--- config.mk ---
export PLATFORM = sky130hd
export DESIGN_NAME = port_e_bidirectional_io
export DESIGN_NICKNAME = d
export VERILOG_FILES = /design/src/inc/port_e_pkg.sv /design/src/design/port_e_bidirectional_io.sv /design/src/design/port_pin_cell.sv
export SDC_FILE = /design/constraint.sdc
export NUM_CORES = 1
export LEC_CHECK = 0
export BUFFER_PORTS_ARGS = -buffer_cell sky130_fd_sc_hd__buf_4
export CORE_UTILIZATION = 50
export CTS_CLUSTER_DIAMETER = 200
export DETAILED_ROUTE_END_ITERATION = 7
export PLACE_DENSITY = 0.83
export SYNTH_ARGS = -nofsm -noshare
export SYNTH_HDL_FRONTEND = slang
export SYNTH_SLANG_ARGS = --single-unit
--- constraint.sdc ---
create_clock -name clk -period 1.5 [get_ports clk]
set_clock_uncertainty 0.1 [all_clocks]
set_input_delay 0.075 -clock clk [delete_from_list [all_inputs] [get_ports clk]]
set_output_delay 0.075 -clock clk [all_outputs]
set_load 0.05 [all_outputs]
--- src/inc/port_e_pkg.sv ---
// Purpose: shared constants for the eight-pin bidirectional port
// Assumes: plain register port with one-cycle read latency
// Notes: offsets are word indices on the register port
package port_e_pkg;

    // ****************************************
    // register offsets
    // ****************************************
    localparam int ADDR_W = 3;
    localparam logic [2:0] OFF_PIN_LEVELS = 3'h0;
    localparam logic [2:0] OFF_OUTPUT_LATCH = 3'h1;
    localparam logic [2:0] OFF_PIN_DIRECTION = 3'h2;
    localparam logic [2:0] OFF_MEMORY_CONTROL = 3'h3;
    localparam logic [2:0] OFF_SLAVE_PORT_CONTROL = 3'h4;
    localparam logic [2:0] OFF_DEVICE_CONFIG = 3'h5;

    // ****************************************
    // field positions
    // ****************************************
    localparam int EXT_BUS_DISABLE_BIT = 7;
    localparam int SLAVE_PORT_ENABLE_BIT = 4;
    localparam int CAPTURE_PIN_SELECT_BIT = 0;
    localparam int MICRO_MODE_BIT = 1;
    localparam int TOP_PIN = 7;
    localparam int SLAVE_READ_PIN = 0;
    localparam int SLAVE_WRITE_PIN = 1;
    localparam int SLAVE_SELECT_PIN = 2;

    // ****************************************
    // values after reset
    // ****************************************
    localparam logic [7:0] RST_OUTPUT_LATCH = 8'h00;
    localparam logic [7:0] RST_PIN_DIRECTION = 8'hff;
    localparam logic [7:0] RST_MEMORY_CONTROL = 8'h80;
    localparam logic [7:0] RST_SLAVE_PORT_CONTROL = 8'h00;
    localparam logic [7:0] RST_DEVICE_CONFIG = 8'h03;
    localparam logic [7:0] READ_UNMAPPED = 8'h00;

endpackage

--- src/design/port_e_bidirectional_io.sv ---
// Purpose: eight-pin bidirectional port with latch, direction and pin read
// Assumes: pins and peripheral signals are synchronous to clk
// Notes: shares pins with capture/compare, external bus and slave port;
//        a write to the pin-read offset lands in the output latch;
//        unmapped offsets read as zero and ignore writes
// Contract
// - Eight pins each have a bit in the pin-read, output latch and direction registers.
// - A direction bit of 1 makes the pin an input, 0 drives the latch value.
// - Each pin's direction is set on its own, tied to no other pin.
// - Reading the output latch returns the latched value, not the pin level.
// - After reset every pin is a digital input.
// - In microcontroller mode a cleared pin-select bit moves the second channel to the top pin.
// - On the top pin the channel drives compare output when direction is 0 and captures when 1.
// - On 80-pin parts the port works only while the external bus disable bit is set.
// - With the external bus on, the pins carry bus bits 15 to 8 and direction is overridden.
// - External bus use takes priority over every other pin function.
// - With the slave port enabled, pins 0, 1 and 2 become its read, write and select inputs.
`timescale 1ns/1ps
`default_nettype none
module port_e_bidirectional_io #(
    parameter int WIDTH = 8,
    parameter bit IS_80_PIN = 1'b1
) (
    // clock and reset
    input wire logic clk,
    input wire logic rst,

    // register port
    input wire logic [port_e_pkg::ADDR_W-1:0] regAddr,
    input wire logic [7:0] regWrData,
    input wire logic regWrite,
    input wire logic regRead,
    output logic [7:0] regRdData,

    // port pins
    input wire logic [WIDTH-1:0] pinIn,
    output logic [WIDTH-1:0] pinOut,
    output logic [WIDTH-1:0] pinOe,

    // second capture/compare channel
    input wire logic compareOut,
    output logic captureIn,

    // external memory bus, high byte
    input wire logic [WIDTH-1:0] busHighByteOut,
    input wire logic busHighByteDrive,
    output logic [WIDTH-1:0] busHighByteIn,
    output logic busActive,

    // parallel slave port controls, active low
    output logic slaveReadN,
    output logic slaveWriteN,
    output logic slaveSelectN
);

    // ****************************************
    // register state
    // ****************************************
    logic [7:0] outputLatch_reg;
    logic [7:0] outputLatch_next;
    logic [7:0] pinDirection_reg;
    logic [7:0] pinDirection_next;
    logic [7:0] memoryControl_reg;
    logic [7:0] memoryControl_next;
    logic [7:0] slavePortControl_reg;
    logic [7:0] slavePortControl_next;
    logic [7:0] deviceConfig_reg;
    logic [7:0] deviceConfig_next;
    logic [7:0] readData_next;

    // ****************************************
    // address decode
    // ****************************************
    wire selPinLevels;
    wire selOutputLatch;
    wire selPinDirection;
    wire selMemoryControl;
    wire selSlavePortControl;
    wire selDeviceConfig;

    // one select per mapped register
    assign selPinLevels = (regAddr == port_e_pkg::OFF_PIN_LEVELS);
    assign selOutputLatch = (regAddr == port_e_pkg::OFF_OUTPUT_LATCH);
    assign selPinDirection = (regAddr == port_e_pkg::OFF_PIN_DIRECTION);
    assign selMemoryControl = (regAddr == port_e_pkg::OFF_MEMORY_CONTROL);
    assign selSlavePortControl = (regAddr == port_e_pkg::OFF_SLAVE_PORT_CONTROL);
    assign selDeviceConfig = (regAddr == port_e_pkg::OFF_DEVICE_CONFIG);

    // ****************************************
    // write strobes
    // ****************************************
    wire wrLatch;
    wire wrDirection;
    wire wrMemoryControl;
    wire wrSlavePortControl;
    wire wrDeviceConfig;

    // a write to the pin-read register lands in the output latch
    assign wrLatch = regWrite & (selPinLevels | selOutputLatch);
    assign wrDirection = regWrite & selPinDirection;
    assign wrMemoryControl = regWrite & selMemoryControl;
    assign wrSlavePortControl = regWrite & selSlavePortControl;
    assign wrDeviceConfig = regWrite & selDeviceConfig;

    // ****************************************
    // next register values
    // ****************************************
    // whole-byte writes, so each direction bit is independent
    assign outputLatch_next = wrLatch ? regWrData : outputLatch_reg;
    assign pinDirection_next = wrDirection ? regWrData : pinDirection_reg;
    assign memoryControl_next = wrMemoryControl ? regWrData : memoryControl_reg;
    assign slavePortControl_next = wrSlavePortControl ? regWrData : slavePortControl_reg;
    assign deviceConfig_next = wrDeviceConfig ? regWrData : deviceConfig_reg;

    // ****************************************
    // read mux
    // ****************************************
    wire [7:0] pinLevels;

    // pin level is sampled regardless of who drives the pin
    assign pinLevels = pinIn;

    wire [7:0] rdPinLevels;
    wire [7:0] rdOutputLatch;
    wire [7:0] rdPinDirection;
    wire [7:0] rdMemoryControl;
    wire [7:0] rdSlavePortControl;
    wire [7:0] rdDeviceConfig;
    wire selMapped;

    // each term is zero unless its register is addressed
    assign rdPinLevels = {8{selPinLevels}} & pinLevels;
    assign rdOutputLatch = {8{selOutputLatch}} & outputLatch_reg;
    assign rdPinDirection = {8{selPinDirection}} & pinDirection_reg;
    assign rdMemoryControl = {8{selMemoryControl}} & memoryControl_reg;
    assign rdSlavePortControl = {8{selSlavePortControl}} & slavePortControl_reg;
    assign rdDeviceConfig = {8{selDeviceConfig}} & deviceConfig_reg;

    // unmapped offsets read back the fixed idle value
    assign selMapped = selPinLevels | selOutputLatch | selPinDirection
        | selMemoryControl | selSlavePortControl | selDeviceConfig;

    // latch reads return the latch, never the pins
    assign readData_next = selMapped
        ? (rdPinLevels | rdOutputLatch | rdPinDirection
            | rdMemoryControl | rdSlavePortControl | rdDeviceConfig)
        : port_e_pkg::READ_UNMAPPED;

    // ****************************************
    // register file flip-flops
    // ****************************************
    // output latch clears at reset
    always_ff @(posedge clk) begin
        if (rst) begin
            outputLatch_reg <= port_e_pkg::RST_OUTPUT_LATCH;
        end else begin
            outputLatch_reg <= outputLatch_next;
        end
    end

    // direction resets to all ones: every pin an input
    always_ff @(posedge clk) begin
        if (rst) begin
            pinDirection_reg <= port_e_pkg::RST_PIN_DIRECTION;
        end else begin
            pinDirection_reg <= pinDirection_next;
        end
    end

    // memory control resets with the external bus disabled
    always_ff @(posedge clk) begin
        if (rst) begin
            memoryControl_reg <= port_e_pkg::RST_MEMORY_CONTROL;
        end else begin
            memoryControl_reg <= memoryControl_next;
        end
    end

    // slave port control resets with the slave port off
    always_ff @(posedge clk) begin
        if (rst) begin
            slavePortControl_reg <= port_e_pkg::RST_SLAVE_PORT_CONTROL;
        end else begin
            slavePortControl_reg <= slavePortControl_next;
        end
    end

    // device configuration resets to the default channel pin
    always_ff @(posedge clk) begin
        if (rst) begin
            deviceConfig_reg <= port_e_pkg::RST_DEVICE_CONFIG;
        end else begin
            deviceConfig_reg <= deviceConfig_next;
        end
    end

    // read data stand in the cycle after the strobe only
    always_ff @(posedge clk) begin
        if (rst) begin
            regRdData <= port_e_pkg::READ_UNMAPPED;
        end else if (regRead) begin
            regRdData <= readData_next;
        end else begin
            regRdData <= port_e_pkg::READ_UNMAPPED;
        end
    end

    // ****************************************
    // function selection
    // ****************************************
    wire extBusDisable;
    wire extBusOn;
    wire slavePortOn;
    wire microMode;
    wire captureRouted;
    wire topIsInput;

    // bus exists only on the larger part and only while not disabled
    assign extBusDisable = memoryControl_reg[port_e_pkg::EXT_BUS_DISABLE_BIT];
    assign extBusOn = IS_80_PIN & ~extBusDisable;

    assign slavePortOn = slavePortControl_reg[port_e_pkg::SLAVE_PORT_ENABLE_BIT];
    assign microMode = deviceConfig_reg[port_e_pkg::MICRO_MODE_BIT];

    // cleared select bit in microcontroller mode moves the channel here
    assign captureRouted = microMode
        & ~deviceConfig_reg[port_e_pkg::CAPTURE_PIN_SELECT_BIT];

    assign topIsInput = pinDirection_reg[port_e_pkg::TOP_PIN];

    // ****************************************
    // per-pin alternate selects
    // ****************************************
    wire [WIDTH-1:0] altSel;
    wire [WIDTH-1:0] altData;
    wire [WIDTH-1:0] slaveSel;

    // only the top pin has a peripheral output; pins 0..2 feed the slave port
    for (genvar p = 0; p < WIDTH; p++) begin : g_select
        wire isTop;
        wire isSlave;

        // fixed pin roles, resolved at elaboration
        assign isTop = (p == port_e_pkg::TOP_PIN);
        assign isSlave = (p == port_e_pkg::SLAVE_READ_PIN)
            | (p == port_e_pkg::SLAVE_WRITE_PIN)
            | (p == port_e_pkg::SLAVE_SELECT_PIN);

        // live selects for this pin
        assign altSel[p] = isTop & captureRouted;
        assign altData[p] = isTop & compareOut;
        assign slaveSel[p] = isSlave & slavePortOn;
    end

    // ****************************************
    // pin cells
    // ****************************************
    // one cell per pin; bus overrides the direction bits inside each
    for (genvar i = 0; i < WIDTH; i++) begin : g_pin
        port_pin_cell u_cell (
            .clk(clk),
            .rst(rst),
            .latchBit(outputLatch_reg[i]),
            .dirBit(pinDirection_reg[i]),
            .busActive(extBusOn),
            .busDrive(busHighByteDrive),
            .busBit(busHighByteOut[i]),
            .altActive(altSel[i]),
            .altBit(altData[i]),
            .slaveInput(slaveSel[i]),
            .pinOut(pinOut[i]),
            .pinOe(pinOe[i])
        );
    end

    // ****************************************
    // inputs toward peripherals
    // ****************************************
    logic captureIn_next;
    logic [WIDTH-1:0] busIn_next;
    logic slaveRead_next;
    logic slaveWrite_next;
    logic slaveSelect_next;

    // capture sees the top pin only when routed, input, and bus is off
    assign captureIn_next = captureRouted & topIsInput & ~extBusOn
        & pinIn[port_e_pkg::TOP_PIN];

    // bus reads the high byte only while it owns the pins
    assign busIn_next = extBusOn ? pinIn : '0;

    // slave controls idle high unless enabled and the bus is off;
    // the pin cells make these pins inputs whatever their direction bits
    assign slaveRead_next = (slavePortOn & ~extBusOn)
        ? pinIn[port_e_pkg::SLAVE_READ_PIN] : 1'b1;
    assign slaveWrite_next = (slavePortOn & ~extBusOn)
        ? pinIn[port_e_pkg::SLAVE_WRITE_PIN] : 1'b1;
    assign slaveSelect_next = (slavePortOn & ~extBusOn)
        ? pinIn[port_e_pkg::SLAVE_SELECT_PIN] : 1'b1;

    // capture input, low unless the top pin is routed in
    always_ff @(posedge clk) begin
        if (rst) begin
            captureIn <= 1'b0;
        end else begin
            captureIn <= captureIn_next;
        end
    end

    // pin levels toward the bus, zero while the bus is off
    always_ff @(posedge clk) begin
        if (rst) begin
            busHighByteIn <= '0;
        end else begin
            busHighByteIn <= busIn_next;
        end
    end

    // bus ownership, one cycle after the control bit changes
    always_ff @(posedge clk) begin
        if (rst) begin
            busActive <= 1'b0;
        end else begin
            busActive <= extBusOn;
        end
    end

    // slave port controls, idle high
    always_ff @(posedge clk) begin
        if (rst) begin
            slaveReadN <= 1'b1;
            slaveWriteN <= 1'b1;
            slaveSelectN <= 1'b1;
        end else begin
            slaveReadN <= slaveRead_next;
            slaveWriteN <= slaveWrite_next;
            slaveSelectN <= slaveSelect_next;
        end
    end

endmodule
`default_nettype wire

--- src/design/port_pin_cell.sv ---
// Purpose: one port pin, selecting who drives it and whether it drives
// Assumes: function selects are mutually ordered by priority here
// Notes: driver output and enable leave from flip-flops
`timescale 1ns/1ps
`default_nettype none
module port_pin_cell (
    // clock and reset
    input wire logic clk,
    input wire logic rst,
    // port function
    input wire logic latchBit,
    input wire logic dirBit,
    // external bus function
    input wire logic busActive,
    input wire logic busDrive,
    input wire logic busBit,
    // alternate peripheral output
    input wire logic altActive,
    input wire logic altBit,
    // slave port control input
    input wire logic slaveInput,
    // pin driver
    output logic pinOut,
    output logic pinOe
);

    logic outNext;
    logic oeNext;

    // priority: external bus, then peripheral, then slave port, then port
    always_comb begin
        outNext = latchBit;
        oeNext = ~dirBit;
        if (busActive) begin
            outNext = busBit;
            oeNext = busDrive;
        end else if (altActive) begin
            outNext = altBit;
            oeNext = ~dirBit;
        end else if (slaveInput) begin
            outNext = 1'b0;
            oeNext = 1'b0;
        end
    end

    // registered driver
    always_ff @(posedge clk) begin
        if (rst) begin
            pinOut <= 1'b0;
            pinOe <= 1'b0;
        end else begin
            pinOut <= outNext;
            pinOe <= oeNext;
        end
    end

endmodule
`default_nettype wire

==> impl_metrics.toml, run 1 <==
[global_route]
antenna_found_initial = 0
grt_usage_pct = 25.3
grtUsageMet2_pct = 39.8
grt_start_max_net_pins = 33
grt_pass1_wl_um = 12300
first_global_vias = 2452
met3_usage_pct = 6.15
grt-busiest-layer = "met2"
met1_usage_pct = 32.3
grt-ovfl-total = 0

[sta]
report.final.slew_viol_count = 0
fmax_mhz = 692
period_share_pct = 96.4
setup_tns_ns = 0
relSlewSlack_pct = 75.3
hold_violations = 0
fin_crit_ns = 1.45
rsz0062_at_grt = "no"
tightestPinTransition_ns = 0.370
setup_viol = 0

[worst_setup_path]
critPathLaunchType = "primary input"
cp-end-kind = "flop"
ff2ff_setup_slack_ns = 0.18
crit_arrival_ns = 1.58
crit_fanout = 28
critPathKind = "primary input to flop"
required_ns = 1.64

[clock_tree]
path_clk_slew_ns = 0.08
tritoncts = "built"
clock_sinks = 77
clockBufferDepth = 2
post-cts-setup-buffers = 0
cts_made_buffers = 9
cts_resized = 0
clockRootBuffer = "clkbuf_8"
htreeDepth = 3
clk_latency_ns = 0.35

[yosys]
synth.avg_cell_area_um2 = 9.55
synth_seq_area_share_pct = 47.9
ys_types = 35
synth_nets = 370
async_flop_share_pct = 0
synth_warnings = 0
synthFlopType = "dfxtp_1"
synth_area_leaders = "dfxtp_1 48%, mux2i_1 7.5%, nand2_1 6.9%, buf_4 4.2%, mux2_2 3.5%"
synth_top_area_cell = "dfxtp_1"
yosys_register_bits = 77
synth_top_area_share_pct = 47.9
synth_area_um2 = 3220
synth-edff-count = 0
syn_inst = 337

[placement]
io_buffers = 69
dp_hpwl_um = 5240
gp_congestion = 0.913

[die]
die_area_um2 = 6760
die-width_um = 82.2
core_area_um2 = 6060
die_h_um = 82.2
start_util_pct = 53.1
row_count = 28
ios = 70

[cells_and_area]
fillers = 491
final_cell_mix = "78 x buf_4, 77 x dfxtp_1, 59 x nand2_1"
final_common_cell = "buf_4"
diodes = 0
nNetsFinal = 448
syn_to_final_growth_pct = 27.9
multi_input_area_um2 = 1440
drive_gt1_share_pct = 27.9
final_core_util_pct = 67.9
seq_area_um2 = 1540

[detailed_routing]
routed_wl_um = 7850
drt_iter0_drc = 144
vias = 2637
drc = 0
via_per_inst = 5.33
routedWlPerCell_um = 15.9
dr.pass1.iters = 4
ant_nets = 0

[hold_path]
hp-class = "primary input to flop"

[job]
maxCapViolCount = 0

[power_and_ir_drop]
power_density_nw_per_um2 = 1050
p_leak_nw = 1.73
ir_worst_vdd_v = 0.000661

[status]
status = "complete, no violations"
## through the flow
step / hold WS, ns / worst slack (ns) / power [mW] / cells / instance area [µm²]
2_1_floorplan: 0.0815 / 0.383 / 2.48 / 337 / 3220
3_3_place_gp: 0.193 / 0.196 / 2.62 / 454 / 3660
3_5_place_dp: 0.192 / 0.138 / 2.63 / 454 / 3660
4_1_cts: 0.0369 / 0.113 / 4.33 / 495 / 4120
5_1_grt: 0.0581 / 0.0252 / 4.48 / 495 / 4120
6_report: 0.0424 / 0.0540 / 4.32 / 495 / 4120
## cell families after synthesis
logic type | share of synthesized area (%)
and+or+nand+nor | 22.9
AOI/OAI and AO/OA | 8.32
DFF | 47.9
muxes | 13.4
buffers and inverters | 7.46
## where the power goes
part | internal (mW) | total [mW] | switching [mW]
logic | 0.233 | 0.520 | 0.286
clock network | 0.937 | 1.67 | 0.738
registers | 2.10 | 2.13 | 0.0307
## metal layers
layer  wire (µm)  share of wire [%]
met1        3320                 42
met2        3700                 47
met3         575                7.3
met4         259                3.3
met5           0                  0
## synth_stat cells (all sizes together) (2+ instances only)
library cell	count
dfxtp	77
nand2	59
a21oi	29
buf	28
nor2	26
mux2i	24
mux2	15
nand3b	15
nand2b	12
and2	9
clkbuf	8
a22oi	6
nor2b	5
nand3	4
or2	3
a21o	2
a31oi	2
nor3b	2
## critical path, cell delays in order
cell           delay, ns
dlygate4sd3_1       0.54
buf_4               0.22
nand3b_1            0.39
a31oi_1             0.36
## final timing paths
| path | from | endpoint | cells after the start |
|---|---|---|---|
| hold reg to reg | deviceConfig_reg[7] | deviceConfig_reg[7] | 2 |
| setup / recovery | rst | regRdData[3] | 4 |
| hold / removal | busHighByteDrive | g_pin[0].u_cell.pinOe | 3 |
| setup reg to reg | memoryControl_reg[7] | g_pin[1].u_cell.pinOe | 4 |
## area by class of cell
type,instances,share of cell area (%)
multi-input combinational,224,34.9
tap,75,2.28
timing repair buffer,103,20.3
clock buffer,12,3.28
clock inverter,4,1.76
sequential,77,37.5
## timing repair
action,4_1_cts,5_1_grt
endpoints found under the setup margin,0,0
hold buffers,25,0
endpoints found under the hold margin,60,0
Note: power is estimated with default switching activity, not from simulation.
==> run 2: changes to the inputs <==
Settings changed: PLACE_DENSITY 0.83 to not set, PLACE_DENSITY_LB_ADDON set to 0.3.
==> impl_metrics.toml, run 2 (same netlist as run 1, synthesis figures left out) <==
[cells_and_area]
nNetsFinal = 447
syn_to_final_growth_pct = 27.1
fillers = 502
diodes = 0
drive_gt1_share_pct = 28.4
final_cell_mix = "77 x dfxtp_1, 77 x buf_4, 59 x nand2_1"

[hold_path]
hp-class = "primary input to flop"
worstHoldStart = "compareOut"
whs_path_depth = 3
hold_end = "g_pin[7].u_cell.pinOut"

[worst_setup_path]
ff2ff_path_depth = 4
cp-end-kind = "flop"
r2r_end = "g_pin[0].u_cell.pinOe"
rr_startpoint = "memoryControl_reg[7]"
ff2ff_setup_slack_ns = 0.24
crit_fanout = 16
critPathLaunchType = "primary input"
required_ns = 1.66
crit_arrival_ns = 1.50
critPathKind = "primary input to flop"

[clock_tree]
clock_sinks = 77
clk_latency_ns = 0.35
clockBufferDepth = 2
clockRootBuffer = "clkbuf_8"
cts_made_buffers = 9
post-cts-setup-buffers = 0
cts_resized = 0
tritoncts = "built"
htreeDepth = 3
path_clk_slew_ns = 0.08

[sta]
fin_crit_ns = 1.34
period_share_pct = 89.4
relSlewSlack_pct = 72.4
tightestPinTransition_ns = 0.412
report.final.slew_viol_count = 0
hold_violations = 0
layout_setup_ws_ns = 0.158
setup_viol = 0
fmax_mhz = 745
setup_tns_ns = 0
rsz0062_at_grt = "no"

[placement]
place_ws_ns = 0.187
io_buffers = 69
dp_hpwl_um = 5290
gp_congestion = 0.898

[power_and_ir_drop]
p_leak_nw = 1.73
power_density_nw_per_um2 = 1020
ir_worst_vdd_v = 0.000700

[die]
die-width_um = 82.2
ios = 70
core_area_um2 = 6060
die_area_um2 = 6760
start_util_pct = 53.1
row_count = 28
die_h_um = 82.2

[global_route]
grt-ovfl-total = 0
grt_pass1_wl_um = 12100
antenna_found_initial = 0
grt_usage_pct = 24.8
first_global_vias = 2464
grt_start_max_net_pins = 26

[detailed_routing]
via_per_inst = 5.18
dr.pass1.iters = 5
routedWlPerCell_um = 15.5
ant_nets = 0
drc = 0
vias = 2558
drt_iter0_drc = 146
routed_wl_um = 7680

[job]
maxCapViolCount = 0

[status]
status = "complete, no violations"
## run 2: cell types whose count changed in the layout (fill, tap and decap cells not counted), sizes merged
cell	delta
clkinv	+4
clkbuf	-3
buf	-1
bufinv	-1
## run 2: through the flow
step / cells / hold slack (ns) / power (mW) / instance area [µm²] / util [%]
finish: 494 / 0.0173 / 4.17 / 4090 / 67.5
global route: 494 / 0.0243 / 4.31 / 4090 / 67.5
CTS: 494 / 0.0255 / 4.18 / 4090 / 67.5
detailed placement: 453 / 0.190 / 2.63 / 3650 / 60.2
global placement: 453 / 0.186 / 2.63 / 3650 / 60.2
floorplan: 337 / 0.0815 / 2.48 / 3220 / -
## run 2: worst max-delay path: stages
cell and delay, ns:
dlygate4sd3_1 0.54, buf_4 0.19, nand3b_1 0.37, a31oi_1 0.32
## run 2: where the power goes
group / internal [mW] / switching (mW) / total, mW
combinational: 0.233 / 0.285 / 0.518
sequential: 2.10 / 0.0289 / 2.12
clock: 0.759 / 0.773 / 1.53
total: 3.09 / 1.09 / 4.17
## run 2: routing by layer
metal,vias up,wire (µm),GRT usage (%)
li1,1269,-,-
met1,1185,3330,31.1
met2,90,3660,40.2
met3,14,510,5.38
met4,0,177,11.9
met5,-,0,0
## run 2: worst max-delay path by stage
stage / cells after the start / to / start
after floorplan: 3 / regRdData[7] / deviceConfig_reg[7]
after detailed placement: 5 / regRdData[4] / regAddr[1]
final: 4 / regRdData[3] / rst
after global routing: 4 / regRdData[3] / rst
after global placement: 5 / regRdData[4] / regAddr[1]
after CTS: 4 / regRdData[3] / rst
## run 2: what timing repair did
item                       4_1_cts  5_1_grt
setup endpoints to repair        0        0
hold buffers                    25        0
hold endpoints to repair        68        0
## run 2: area by class of cell
type / instances / area (µm²) / share of cell area (%)
multi-input cells: 224 / 1440 / 35.1
well taps: 75 / 93.8 / 2.29
flip-flops and latches: 77 / 1540 / 37.7
clock inverters: 7 / 66.3 / 1.62
clock buffers: 9 / 124 / 3.03
repair buffers: 102 / 828 / 20.3
